[config.mk]
export PLATFORM = sky130hd
export DESIGN_NAME = spi_eeprom_status_protect
export DESIGN_NICKNAME = d
export VERILOG_FILES = /design/src/hw/eeprom_protect_pkg.sv /design/src/hw/spi_eeprom_status_protect.sv
export VERILOG_INCLUDE_DIRS = /design/src /design/src/hw
export SDC_FILE = /design/constraint.sdc
export NUM_CORES = 1
export LEC_CHECK = 0
export BUFFER_PORTS_ARGS = -buffer_cell sky130_fd_sc_hd__buf_2
export CORE_UTILIZATION = 55
export CTS_BUF_LIST = sky130_fd_sc_hd__clkbuf_8
export CTS_CLUSTER_DIAMETER = 100
export DETAILED_ROUTE_END_ITERATION = 12
export HOLD_SLACK_MARGIN = 0.1
export PLACE_DENSITY = 0.75
export SYNTH_ARGS = -nofsm -noshare
export SYNTH_HDL_FRONTEND = slang
export SYNTH_SLANG_ARGS = --single-unit
[constraint.sdc]
create_clock -name clk_sys_in -period 2.4 [get_ports clk_sys_in]
set_clock_uncertainty 0.15 [all_clocks]
set_input_delay 0.12 -clock clk_sys_in [delete_from_list [all_inputs] [get_ports clk_sys_in]]
set_output_delay 0.12 -clock clk_sys_in [all_outputs]
set_load 0.005 [all_outputs]
[src/hw/eeprom_protect_cfg.svh]
`ifndef EEPROM_PROTECT_CFG_SVH
`define EEPROM_PROTECT_CFG_SVH

// Status byte field positions
`define STAT_PIN_PROTECT_EN_BIT 7
`define STAT_RSV_HI_BIT         6
`define STAT_RSV_LO_BIT         4
`define STAT_GUARD_HI_BIT       3
`define STAT_GUARD_LO_BIT       2
`define STAT_LATCH_BIT          1
`define STAT_BUSY_BIT           0

// Opcode matching: bit 3 is don't care
`define OPC_MASK        8'hF7
`define OPC_SET_LATCH   8'h06
`define OPC_CLR_LATCH   8'h04
`define OPC_READ_STATUS 8'h05
`define OPC_WRITE_STATUS 8'h01

// Factory values of the nonvolatile fields
`define NV_PROTECT_EN_RESET 1'b0
`define NV_GUARD_RESET      2'b00

// Internal write cycle time
`define WRITE_CYCLE_US      5000
`define CLK_MHZ             25
`define WRITE_CYCLE_CYCLES  (`WRITE_CYCLE_US * `CLK_MHZ)

`endif

[src/hw/eeprom_protect_pkg.sv]
package eeprom_protect_pkg;

  typedef enum logic [1:0] {
    ST_OPCODE = 2'b00,
    ST_DATA   = 2'b01,
    ST_SEND   = 2'b10,
    ST_IGNORE = 2'b11
  } frame_state_t;

  typedef struct packed {
    logic [2:0] cs_n;
    logic [2:0] sck;
    logic [2:0] si;
    logic [2:0] wp_n;
  } pin_sync_t;

  typedef struct packed {
    logic       protect_en;
    logic [1:0] guard;
  } nv_bits_t;

endpackage

[src/hw/spi_eeprom_status_protect.sv]
// What this block does
// RULE1 - Eight-bit status byte with fixed field layout
// RULE2 - Reserved bits read ones during write cycle
// RULE3 - Two guard bits select none, quarter, half, all
// RULE4 - 1 KiB part protects top quarter, half, all
// RULE5 - 2 KiB part protects top quarter, half, all
// RULE6 - Latch bit reads set when writes enabled
// RULE7 - Busy bit set during internal operation
// RULE8 - Opcode 05h shifts status byte out
// RULE9 - Opcode 06h then deselect sets latch
// RULE10 - Writes accepted only with latch set
// RULE11 - Opcode 04h clears latch regardless of pin
// RULE12 - Status write changes only bits 7,3,2
// RULE13 - Protect fields kept in nonvolatile cells
// RULE14 - Only status read accepted while busy
// RULE15 - Latch cleared when status write completes
// RULE16 - Write cycle starts at deselect edge
// RULE17 - Pin low and enable block status writes
// RULE18 - Otherwise only guard and latch gate writes
// RULE19 - Enable bit cannot clear while pin low
// RULE20 - Array and status write permission table
// RULE21 - Opcodes match with bit 3 ignored
// RULE22 - Pin fall during frame abandons status write
// RULE23 - One data byte follows write-status opcode
// RULE24 - Write-status without latch is discarded
`timescale 1ns/1ps
`include "eeprom_protect_cfg.svh"

module spi_eeprom_status_protect #(
  parameter int          ADDR_W       = 11,
  parameter int unsigned WRITE_CYCLES = `WRITE_CYCLE_CYCLES
) (
  input  wire logic              clk_sys_in,
  input  wire logic              reset_n_in,
  input  wire logic              spi_cs_n_in,
  input  wire logic              spi_sck_in,
  input  wire logic              spi_si_in,
  input  wire logic              protect_pin_n_in,
  output logic                   spi_so_out,
  output logic                   spi_so_oe_n_out,
  input  wire logic [ADDR_W-1:0] array_addr_in,
  input  wire logic              array_write_start_in,
  input  wire logic              array_write_done_in,
  output logic                   array_addr_writable_out,
  output logic                   busy_out,
  output logic                   write_enable_latch_out,
  output logic [7:0]             status_byte_out,
  output logic                   nv_write_strobe_out,
  output logic [2:0]             nv_write_data_out
);

  typedef struct packed {
    eeprom_protect_pkg::pin_sync_t    sync;
    eeprom_protect_pkg::frame_state_t state;
    logic [2:0]                       bit_cnt;
    logic [7:0]                       shift_in;
    logic [7:0]                       shift_out;
    logic                             so_drive;
    logic                             so_bit;
    logic                             wsr_armed;
    logic                             set_pending;
    logic [2:0]                       wsr_data;
    eeprom_protect_pkg::nv_bits_t     nv;
    logic                             wr_latch;
    logic                             st_busy;
    logic                             arr_busy;
    logic [31:0]                      wc_cnt;
    logic                             nv_strobe;
  } state_t;

  state_t st_r;
  state_t st_nxt;

  function automatic logic opc_is(input logic [7:0] b,
                                  input logic [7:0] code);
    opc_is = ((b & `OPC_MASK) == code); // RULE21
  endfunction

  // Protected region starts at a fraction of the array size;
  // the top address bits alone mark it for either array size
  function automatic logic addr_guarded(input logic [ADDR_W-1:0] a,
                                        input logic [1:0] g);
    logic top_half;
    logic top_quarter;
    top_half    = a[ADDR_W-1];
    top_quarter = a[ADDR_W-1] & a[ADDR_W-2];
    case (g) // RULE3
      2'b01: begin
        addr_guarded = top_quarter; // RULE4 RULE5
      end
      2'b10: begin
        addr_guarded = top_half; // RULE4 RULE5
      end
      2'b11: begin
        addr_guarded = 1'b1; // RULE4 RULE5
      end
      default: begin
        addr_guarded = 1'b0;
      end
    endcase
  endfunction

  // Only the three nonvolatile fields are taken from written data
  function automatic logic [2:0] keep_fields(input logic [7:0] b);
    keep_fields = {b[`STAT_PIN_PROTECT_EN_BIT],
                   b[`STAT_GUARD_HI_BIT],
                   b[`STAT_GUARD_LO_BIT]}; // RULE12
  endfunction

  // Reserved field reads ones during any internal write cycle
  function automatic logic [7:0] build_status(input logic       pe,
                                              input logic [1:0] g,
                                              input logic       wl,
                                              input logic       bz);
    build_status = {pe, {3{bz}}, g, wl, bz}; // RULE1 RULE2
  endfunction

  // Edge seen only when the second and third stages disagree
  function automatic logic edge_of(input logic now_v,
                                   input logic old_v,
                                   input logic rising);
    if (rising) begin
      edge_of = now_v & ~old_v;
    end else begin
      edge_of = ~now_v & old_v;
    end
  endfunction

  logic cs_n_s;
  logic cs_n_p;
  logic sck_s;
  logic sck_p;
  logic wp_n_s;
  logic wp_n_p;
  logic hw_protect;
  logic busy;
  logic sck_rise;
  logic sck_fall;
  logic cs_rise;
  logic cs_fall;
  logic wp_fall;
  logic [7:0] status_byte;
  logic [7:0] byte_in;
  logic       opc_read;
  logic       opc_set;
  logic       opc_clear;
  logic       opc_wstat;
  logic       status_wr_ok;
  logic       wstat_accept;
  logic       frame_whole;
  logic       wstat_start;
  logic       wstat_abandon;
  logic       cycle_done;
  logic       array_start_ok;
  logic       array_done_ok;
  logic [2:0] wstat_keep;
  logic       addr_in_guard;
  logic       array_allowed;

  // A change counts in the cycle the second and third stages differ
  always_comb begin
    cs_n_s  = st_r.sync.cs_n[1];
    cs_n_p  = st_r.sync.cs_n[2];
    sck_s   = st_r.sync.sck[1];
    sck_p   = st_r.sync.sck[2];
    wp_n_s  = st_r.sync.wp_n[1];
    wp_n_p  = st_r.sync.wp_n[2];
    sck_rise = edge_of(sck_s, sck_p, 1'b1) & ~cs_n_s;
    sck_fall = edge_of(sck_s, sck_p, 1'b0) & ~cs_n_s;
    cs_rise  = edge_of(cs_n_s, cs_n_p, 1'b1);
    cs_fall  = edge_of(cs_n_s, cs_n_p, 1'b0);
    wp_fall  = edge_of(wp_n_s, wp_n_p, 1'b0);
  end

  // Status view and protect level from the synced pin
  always_comb begin
    busy = st_r.st_busy | st_r.arr_busy;
    hw_protect = ~wp_n_s & st_r.nv.protect_en; // RULE17 RULE18
    status_byte = build_status(st_r.nv.protect_en, st_r.nv.guard,
                               st_r.wr_latch, busy); // RULE6 RULE7
    byte_in = {st_r.shift_in[6:0], st_r.sync.si[2]};
  end

  // Opcode decode of the byte completing at the eighth bit
  always_comb begin
    opc_read  = opc_is(byte_in, `OPC_READ_STATUS); // RULE8
    opc_set   = opc_is(byte_in, `OPC_SET_LATCH); // RULE9
    opc_clear = opc_is(byte_in, `OPC_CLR_LATCH); // RULE11
    opc_wstat = opc_is(byte_in, `OPC_WRITE_STATUS); // RULE21
  end

  // Status byte writable only with latch set and no pin protect
  always_comb begin
    status_wr_ok  = st_r.wr_latch & ~hw_protect; // RULE17 RULE19 RULE20
    wstat_accept  = opc_wstat & status_wr_ok; // RULE10 RULE24
    frame_whole   = (st_r.bit_cnt == 3'd0);
    // A cut data byte leaves the count mid-way, so nothing starts
    wstat_start   = cs_rise & st_r.wsr_armed & frame_whole &
                    status_wr_ok; // RULE16
    // Once the cycle runs, the pin no longer matters
    wstat_abandon = wp_fall & st_r.nv.protect_en & ~cs_n_s; // RULE22
    cycle_done    = st_r.st_busy &
                    (st_r.wc_cnt >= WRITE_CYCLES - 1); // RULE15
    array_start_ok = array_write_start_in & st_r.wr_latch & ~busy;
    array_done_ok  = array_write_done_in & st_r.arr_busy;
    wstat_keep     = keep_fields(byte_in); // RULE12
  end

  // Array writes: guarded never, open only with latch and idle
  always_comb begin
    addr_in_guard = addr_guarded(array_addr_in, st_r.nv.guard); // RULE3
    array_allowed = 1'b0;
    if (addr_in_guard) begin
      array_allowed = 1'b0; // RULE20
    end else if (st_r.wr_latch && !busy) begin
      array_allowed = 1'b1; // RULE10
    end
  end

  always_comb begin
    st_nxt = st_r;
    st_nxt.nv_strobe = 1'b0;
    st_nxt.sync.cs_n = {st_r.sync.cs_n[1:0], spi_cs_n_in};
    st_nxt.sync.sck  = {st_r.sync.sck[1:0], spi_sck_in};
    st_nxt.sync.si   = {st_r.sync.si[1:0], spi_si_in};
    st_nxt.sync.wp_n = {st_r.sync.wp_n[1:0], protect_pin_n_in};

    if (cs_fall) begin
      st_nxt.state = eeprom_protect_pkg::ST_OPCODE;
      st_nxt.bit_cnt = 3'd0;
      st_nxt.wsr_armed = 1'b0;
      st_nxt.set_pending = 1'b0;
    end else if (sck_rise) begin
      st_nxt.shift_in = byte_in;
      st_nxt.bit_cnt = st_r.bit_cnt + 3'd1;
      if (st_r.bit_cnt == 3'd7) begin
        case (st_r.state)
          eeprom_protect_pkg::ST_OPCODE: begin
            st_nxt.state = eeprom_protect_pkg::ST_IGNORE;
            if (opc_read) begin // RULE8
              st_nxt.state = eeprom_protect_pkg::ST_SEND;
              st_nxt.shift_out = status_byte;
            end else if (!busy) begin // RULE14
              if (opc_set) begin
                st_nxt.set_pending = 1'b1; // RULE9
              end else if (opc_clear) begin
                st_nxt.wr_latch = 1'b0; // RULE11
              end else if (wstat_accept) begin // RULE10 RULE24
                st_nxt.state = eeprom_protect_pkg::ST_DATA; // RULE23
              end
            end
          end
          eeprom_protect_pkg::ST_DATA: begin
            st_nxt.wsr_data = wstat_keep; // RULE12
            st_nxt.wsr_armed = 1'b1;
            st_nxt.state = eeprom_protect_pkg::ST_IGNORE;
          end
          default: begin
          end
        endcase
      end
    end

    if (sck_fall && st_r.state == eeprom_protect_pkg::ST_SEND) begin
      st_nxt.so_drive = 1'b1;
      st_nxt.so_bit = st_r.shift_out[7];
      st_nxt.shift_out = {st_r.shift_out[6:0], 1'b0};
    end

    // Pin falling mid-frame with the enable bit set abandons a pending status write
    if (wstat_abandon) begin
      st_nxt.wsr_armed = 1'b0; // RULE22
      if (st_r.state == eeprom_protect_pkg::ST_DATA) begin
        st_nxt.state = eeprom_protect_pkg::ST_IGNORE;
      end
    end

    if (cs_rise) begin
      st_nxt.so_drive = 1'b0;
      st_nxt.state = eeprom_protect_pkg::ST_IGNORE;
      if (st_r.set_pending && !busy) begin
        st_nxt.wr_latch = 1'b1; // RULE9
      end
      if (wstat_start) begin // RULE16 RULE20
        st_nxt.st_busy = 1'b1;
        st_nxt.wc_cnt = 32'd0;
      end
      st_nxt.wsr_armed = 1'b0;
      st_nxt.set_pending = 1'b0;
    end

    if (st_r.st_busy) begin
      if (cycle_done) begin
        st_nxt.st_busy = 1'b0;
        st_nxt.wr_latch = 1'b0; // RULE15
        // Pin fall after start has no effect
        st_nxt.nv.protect_en = st_r.wsr_data[2]; // RULE13
        st_nxt.nv.guard = st_r.wsr_data[1:0];
        st_nxt.nv_strobe = 1'b1;
      end else begin
        st_nxt.wc_cnt = st_r.wc_cnt + 32'd1;
      end
    end

    // Array write needs the latch; its end clears it as well
    if (array_start_ok) begin // RULE10
      st_nxt.arr_busy = 1'b1;
    end
    if (array_done_ok) begin
      st_nxt.arr_busy = 1'b0;
      st_nxt.wr_latch = 1'b0;
    end
  end

  // Nonvolatile fields reset to factory values; a real part reloads cells
  always_ff @(posedge clk_sys_in or negedge reset_n_in) begin
    if (!reset_n_in) begin
      st_r <= '0;
      st_r.sync <= '1;
      st_r.state <= eeprom_protect_pkg::ST_IGNORE;
      st_r.nv.protect_en <= `NV_PROTECT_EN_RESET; // RULE13
      st_r.nv.guard <= `NV_GUARD_RESET; // RULE3
      st_r.wr_latch <= 1'b0; // RULE6
    end else begin
      st_r <= st_nxt;
    end
  end

  // Enable bit can only change via a write already gated by the pin
  always_comb begin
    spi_so_out = st_r.so_bit;
    spi_so_oe_n_out = ~st_r.so_drive;
    busy_out = busy; // RULE7
    write_enable_latch_out = st_r.wr_latch; // RULE6
    status_byte_out = status_byte;
    array_addr_writable_out = array_allowed; // RULE20
    nv_write_strobe_out = st_r.nv_strobe;
    nv_write_data_out = {st_r.nv.protect_en, st_r.nv.guard};
  end

endmodule

# [Word level (Yosys, flattened, before mapping)]
# Cells that the tools add are included.
[classes] add_sub_neg=2 mul=0 n_div=0 magnitude_cmp=1 eq_ne=13 shift=0 muxes=53 n_bitwise=30 reduce_logical=26
[op_table] operator="$mux W32" count=3
[op_table] operator="$mux W33" count=1
[op_table] operator="$add A32 B1 Y32 const B" count=1
[op_table] operator="$ge A32 B17 Y1 const B" count=1
[op_table] operator="$mux W8" count=4
[op_table] operator="$mux W2" count=14
[op_table] operator="$mux W1" count=23
[op_table] operator="$eq A7 B3 Y1 const B" count=3
[op_table] operator="$mux W21" count=1
[op_table] operator="$and A1 B1 Y1" count=20
[op_table] operator="$mux W5" count=3
[op_table] operator="$reduce_bool A2 Y1" count=7
[op_table] operator="$reduce_bool A3 Y1" count=4
[op_table] operator="$reduce_bool A4 Y1" count=3
[op_table] operator="$mux W10" count=1
[op_table] operator="$not A1 Y1" count=9
[op_table] operator="$eq A7 B1 Y1 const B" count=1
[op_table] operator="$eq A2 B2 Y1 const B" count=3
[op_table] operator="$reduce_and A6 Y1" count=1
[op_table] operator="$reduce_and A5 Y1" count=1
[op_table] operator="$eq A2 B1 Y1 const B" count=2
[op_table] operator="$pmux W2 S2" count=1
[op_table] operator="$reduce_and A2 Y1" count=2
[op_table] operator="$reduce_and A4 Y1" count=1
[op_table] operator="other kinds (13)" count=15
[totals] ff_bits=79 latchBits=0 ram_bits=0 rom_bits=0 input_bits=19 elab_cells=145 n_memories=0

# [Longest topological paths before layout]
[depth] depth_word=17 mapped_depth=9 ltp_nobuf=8

# [Worst setup path after synthesis]
# OpenSTA, ideal clock, no wires.
[synth_timing] path_type="register -> register" startpoint="register st_r (netlist bit cs_n_s)" endpoint="register st_r[49] (netlist name)" arrival_ps=2090 required_ps=2093 setup_slack_ps=3 path_stages_with_launch=10 n_path_buf=1 path_cell_list="dfstp_2 -> inv_1 -> ha_1 -> nor4b_1 -> nand4_1 -> nor3b_2 -> buf_4 -> nor2b_1 -> a31oi_1 -> o21ai_0"
[synth_via] elab_chain_len=5
[synth_rtl] element="start: declaration" line_no="spi_eeprom_status_protect.sv:71" rtl="state_t st_r;"
[synth_rtl] element="start signal: assignment" line_no="spi_eeprom_status_protect.sv:325" rtl="st_r <= st_nxt;"
[synth_rtl] element="$not A1 Y1 (*)" line_no="spi_eeprom_status_protect.sv:125, spi_eeprom_status_protect.sv:168, spi_eeprom_status_protect.sv:169"
[synth_rtl] element="$and A1 B1 Y1" line_no="spi_eeprom_status_protect.sv:169" rtl="sck_fall = edge_of(sck_s, sck_p, 1'b0) & ~cs_n_s;"
[synth_rtl] element="$logic_and A1 B1 Y1" line_no="spi_eeprom_status_protect.sv:264" rtl="if (sck_fall && st_r.state == eeprom_protect_pkg::ST_SEND) begin"
[synth_rtl] element="$ne A2 B1 Y1 (no source line) / $reduce_bool A2 Y1 (equally long branches)"
[synth_rtl] element="$reduce_and A5 Y1 (no source line)"
# Mark *: on every way between the ends. The rest lies on a longest branch, timed or not. The select of a mux whose other input is x is not followed.
# A chain may end at the register's enable or synchronous reset.

# [Final worst setup path]
# Ends and elaborated chain as after synthesis.

==> out/results.ini <==
[power]
internal-power_w=0.00223
pwr-share-comb_pct=9.1
power.switching_fraction_pct=23.4
power.switching_w=0.000679
max-vdd-ir-drop_uv=597
clkPwrFrac_pct=40.7
fin_total_pwr_w=0.00290
power_leakage_nw=2.04
pwr_density_cell_mw_per_mm2=703
power_frac_seq_pct=50.2

[timing]
setup_repair_after_global_routing_missed_its_margin=no
max-slew-margin-rel_pct=63.6
final.min_clock_period_ns=2.23
setup_violation_total_in_the_final_timing_report=0
period_share_pct=93.1
fin_tns_setup_ns=0
achievable-frequency_ghz=0.448
finalHoldViolCount=0
tightest_slew_ns=0.546
final_max_slew_viol_count=0

[yosys]
synthDistinctLibCells=48
synth_edf_count=0
synth_seq_cells=78
synth_async_sr_flop_share_pct=100
part_of_the_yosys_area_used_for_sequential_elements_pct=55.4
synth.yosys.warnings=0
synth_ff_type=sky130_fd_sc_hd__dfrtp_1
post_synth_inst_count=326
synth_top_area_share_pct=45.0
synthDominantAreaCellType=sky130_fd_sc_hd__dfrtp_1
mappedNetlistNets=351
syn_area_per_cell_um2=10.9
synthesis.area_mm2=0.00356
synthTopCellsByArea=sky130_fd_sc_hd__dfrtp_1 45%, sky130_fd_sc_hd__dfstp_2 10%, sky130_fd_sc_hd__mux2_2 4.4%, sky130_fd_sc_hd__nor2b_1 4.0%, sky130_fd_sc_hd__o21ai_0 3.4%

[min_path]
hold_removal_path_class=input pin to async pin

[setup_path]
cp.required_ns=2.48
timing.critical_path.slowest_stage_cell=sky130_fd_sc_hd__dfstp_2
worst-endpoint-arrival_ns=2.32
crit_chain=inv_1 -> ha_1 -> nor4b_4 -> nand4_1 -> nor3b_2 -> buf_6 -> nor2b_1 -> a31oi_1 -> o21ai_0
worstSetupEndpointType=register
timing.reg2reg.setup_slack_ns=0.17
path_class=register to register
timing.critical_path.slowest_cell_delay_ns=0.57
setup.worst_path.start_class=register
cp_max_fo=13

[placement]
dpl.hpwl_um=4790
place_congestion=0.865
portBuffers=26

[layout]
area_growth_pct=16.2
num_antenna_cells=0
final_layout_size_suffix_gt1_share_pct=27.5
most-common-layout-cells=64 x sky130_fd_sc_hd__dfrtp_1, 29 x sky130_fd_sc_hd__nand2_1, 25 x sky130_fd_sc_hd__buf_2, 24 x sky130_fd_sc_hd__o21ai_0, 23 x sky130_fd_sc_hd__nor2b_1
finalNetCount=391
leading_cell_type_in_the_layout_fill_and_taps_excluded=sky130_fd_sc_hd__dfrtp_1

[clock_tree]
clockRootBuffer=sky130_fd_sc_hd__clkbuf_8
cts_htree_levels=3
clock_edge_transition_at_the_registers_on_the_reported_setup_and_hold_paths_ns=0.08
tritoncts=yes
cts_inserted_buffers=9
ctsLongestPathBuffers=2
clock_latency_ns=0.35
cts.repair_timing.setup_buffer_count=0
clock_sink_count=78

[drt]
drc_errors=0
via_per_inst=5.70
dr_total_vias=2544
wire_per_inst_um=15.6
wl_um=6960
drt_first_iter_violations=165
detailedRoute.firstPassIterationCount=4
ant_nets=0

[floorplan]
row_count=28
fp.dieArea_mm2=0.00679
core_mm2=0.00606
chipHeight_um=82.4
initial_util_pct=58.7
i_o_pin_count=36
die_width_um=82.4

[global_route]
grt_overflow_total=0
wire_length_of_the_first_global_routing_pass_um=11200
first_global_vias=2321
antenna_found_initial=0
gr-usage-all-layers_pct=22.8
grt_max_degree=45

[status]
status=finished, final reports clean

[flow_run]
max-cap-violations=0

==> area by class of cell <==
class | instances | area (um2)
sequential | 78 | 1970
multi-input combinational | 215 | 1430
inverter | 11 | 41.3
clock buffer | 9 | 124
timing repair buffer | 51 | 354
tap | 75 | 93.8
fill | 453 | 1930
clock inverter | 7 | 123
==> flip-flops by register name, summed over array words and instances (netlist names) <==
| name | flops |
|---|---|
| byte_in | 8 |
| write_enable_latch_out | 1 |
| sck_s | 1 |
| st_nxt | 6 |
| nv_write_strobe_out | 1 |
| cs_n_p | 1 |
| spi_so_out | 1 |
| st_r | 54 |
| cs_n_s | 1 |
| nv_write_data_out | 3 |
| sck_p | 1 |
==> kinds of logic (layout without fill, tap and decap cells) <==
kind of cell	Yosys count	after routing	share of synthesized area (%)
compound gates	54	54	9.85
xor+xnor	2	2	0.493
fa+ha+maj	6	6	2.11
buf+inv	33	78	5.28
flops	78	78	55.4
mux	18	18	5.56
simple gates	135	135	21.3
==> cells in the mapped netlist, drive strengths merged, types with 2 or more instances <==
library cell / n
ha: 6
nor3: 10
nor3b: 3
buf: 17
a21oi: 6
clkbuf: 5
mux2: 14
nand4: 4
xnor2: 2
nand2: 29
nor4b: 2
o31ai: 3
dfrtp: 64
nand4b: 2
dfstp: 14
nor2: 19
nor2b: 23
a31oi: 6
inv: 11
a221o: 2
and4: 3
o21ai: 24
or3: 2
nand3: 20
a211o: 5
mux2i: 4
a21o: 2
and3: 7
nor4: 5
==> through the flow <==
step	hold WS [ns]	cell area, um2	setup WS [ns]	utilization [%]	std cells
6_report	0.139	4130	0.166	68.2	446
5_1_grt	0.205	4130	0.00446	68.2	446
3_5_place_dp	-0.00571	3800	0.0511	62.6	423
4_1_cts	0.153	4110	0.0373	67.9	446
3_3_place_gp	-0.00416	3800	0.143	62.6	423
2_1_floorplan	-0.326	3560	0.00264	-	326
==> metal layers <==
layer	share of wire, %	global-route usage (%)	wire length, um	up-vias
met5	0	0	0	-
met4	1.7	9.65	115	0
met3	4.9	5.82	340	12
met2	46	33.3	3190	78
met1	48	32.1	3310	1227
li1	-	-	-	1227
==> power groups by stage <==
stage	sequential, W	combinational (W)	clock [W]
5_1_grt	0.00147	0.000294	0.00126
6_report	0.00146	0.000263	0.00118
4_1_cts	0.00146	0.000264	0.00121
3_5_place_dp	0.00148	0.000252	0
3_3_place_gp	0.00148	0.000244	0
2_1_floorplan	0.00146	0.000145	0
==> path summary, 6_finish.rpt <==
| check | startpoint | to | cells past startpoint |
|---|---|---|---|
| max | cs_n_s$_DFF_PN1_ | st_r[49]$_DFFE_PN0P_ | 9 |
| min | reset_n_in | st_r[24]$_DFF_PN0_ | 2 |
| max reg2reg | cs_n_s$_DFF_PN1_ | st_r[49]$_DFFE_PN0P_ | 9 |
| min reg2reg | st_nxt[68]$_DFF_PN1_ | st_nxt[69]$_DFF_PN1_ | 0 |
| max in group asynchronous | reset_n_in | st_r[66]$_DFF_PN1_ | 3 |
| min in group clk_sys_in | st_nxt[68]$_DFF_PN1_ | st_nxt[69]$_DFF_PN1_ | 0 |
==> critical path, delay by kind of cell (launching register included) <==
family                     cells  cell delay, ns
AOI/OAI and AO/OA              2            0.24
adders and majority gates      1            0.23
buffers and inverters          2            0.22
DFF                            1            0.57
and+or+nand+nor                4            0.69
==> repair_timing <==
action                                  CTS  global route
endpoints found under the setup margin    0            25
hold buffers                              7             0
hold endpoints to repair                 72             0
resized for setup                         0             4
Power figures use the tool's default switching activity.
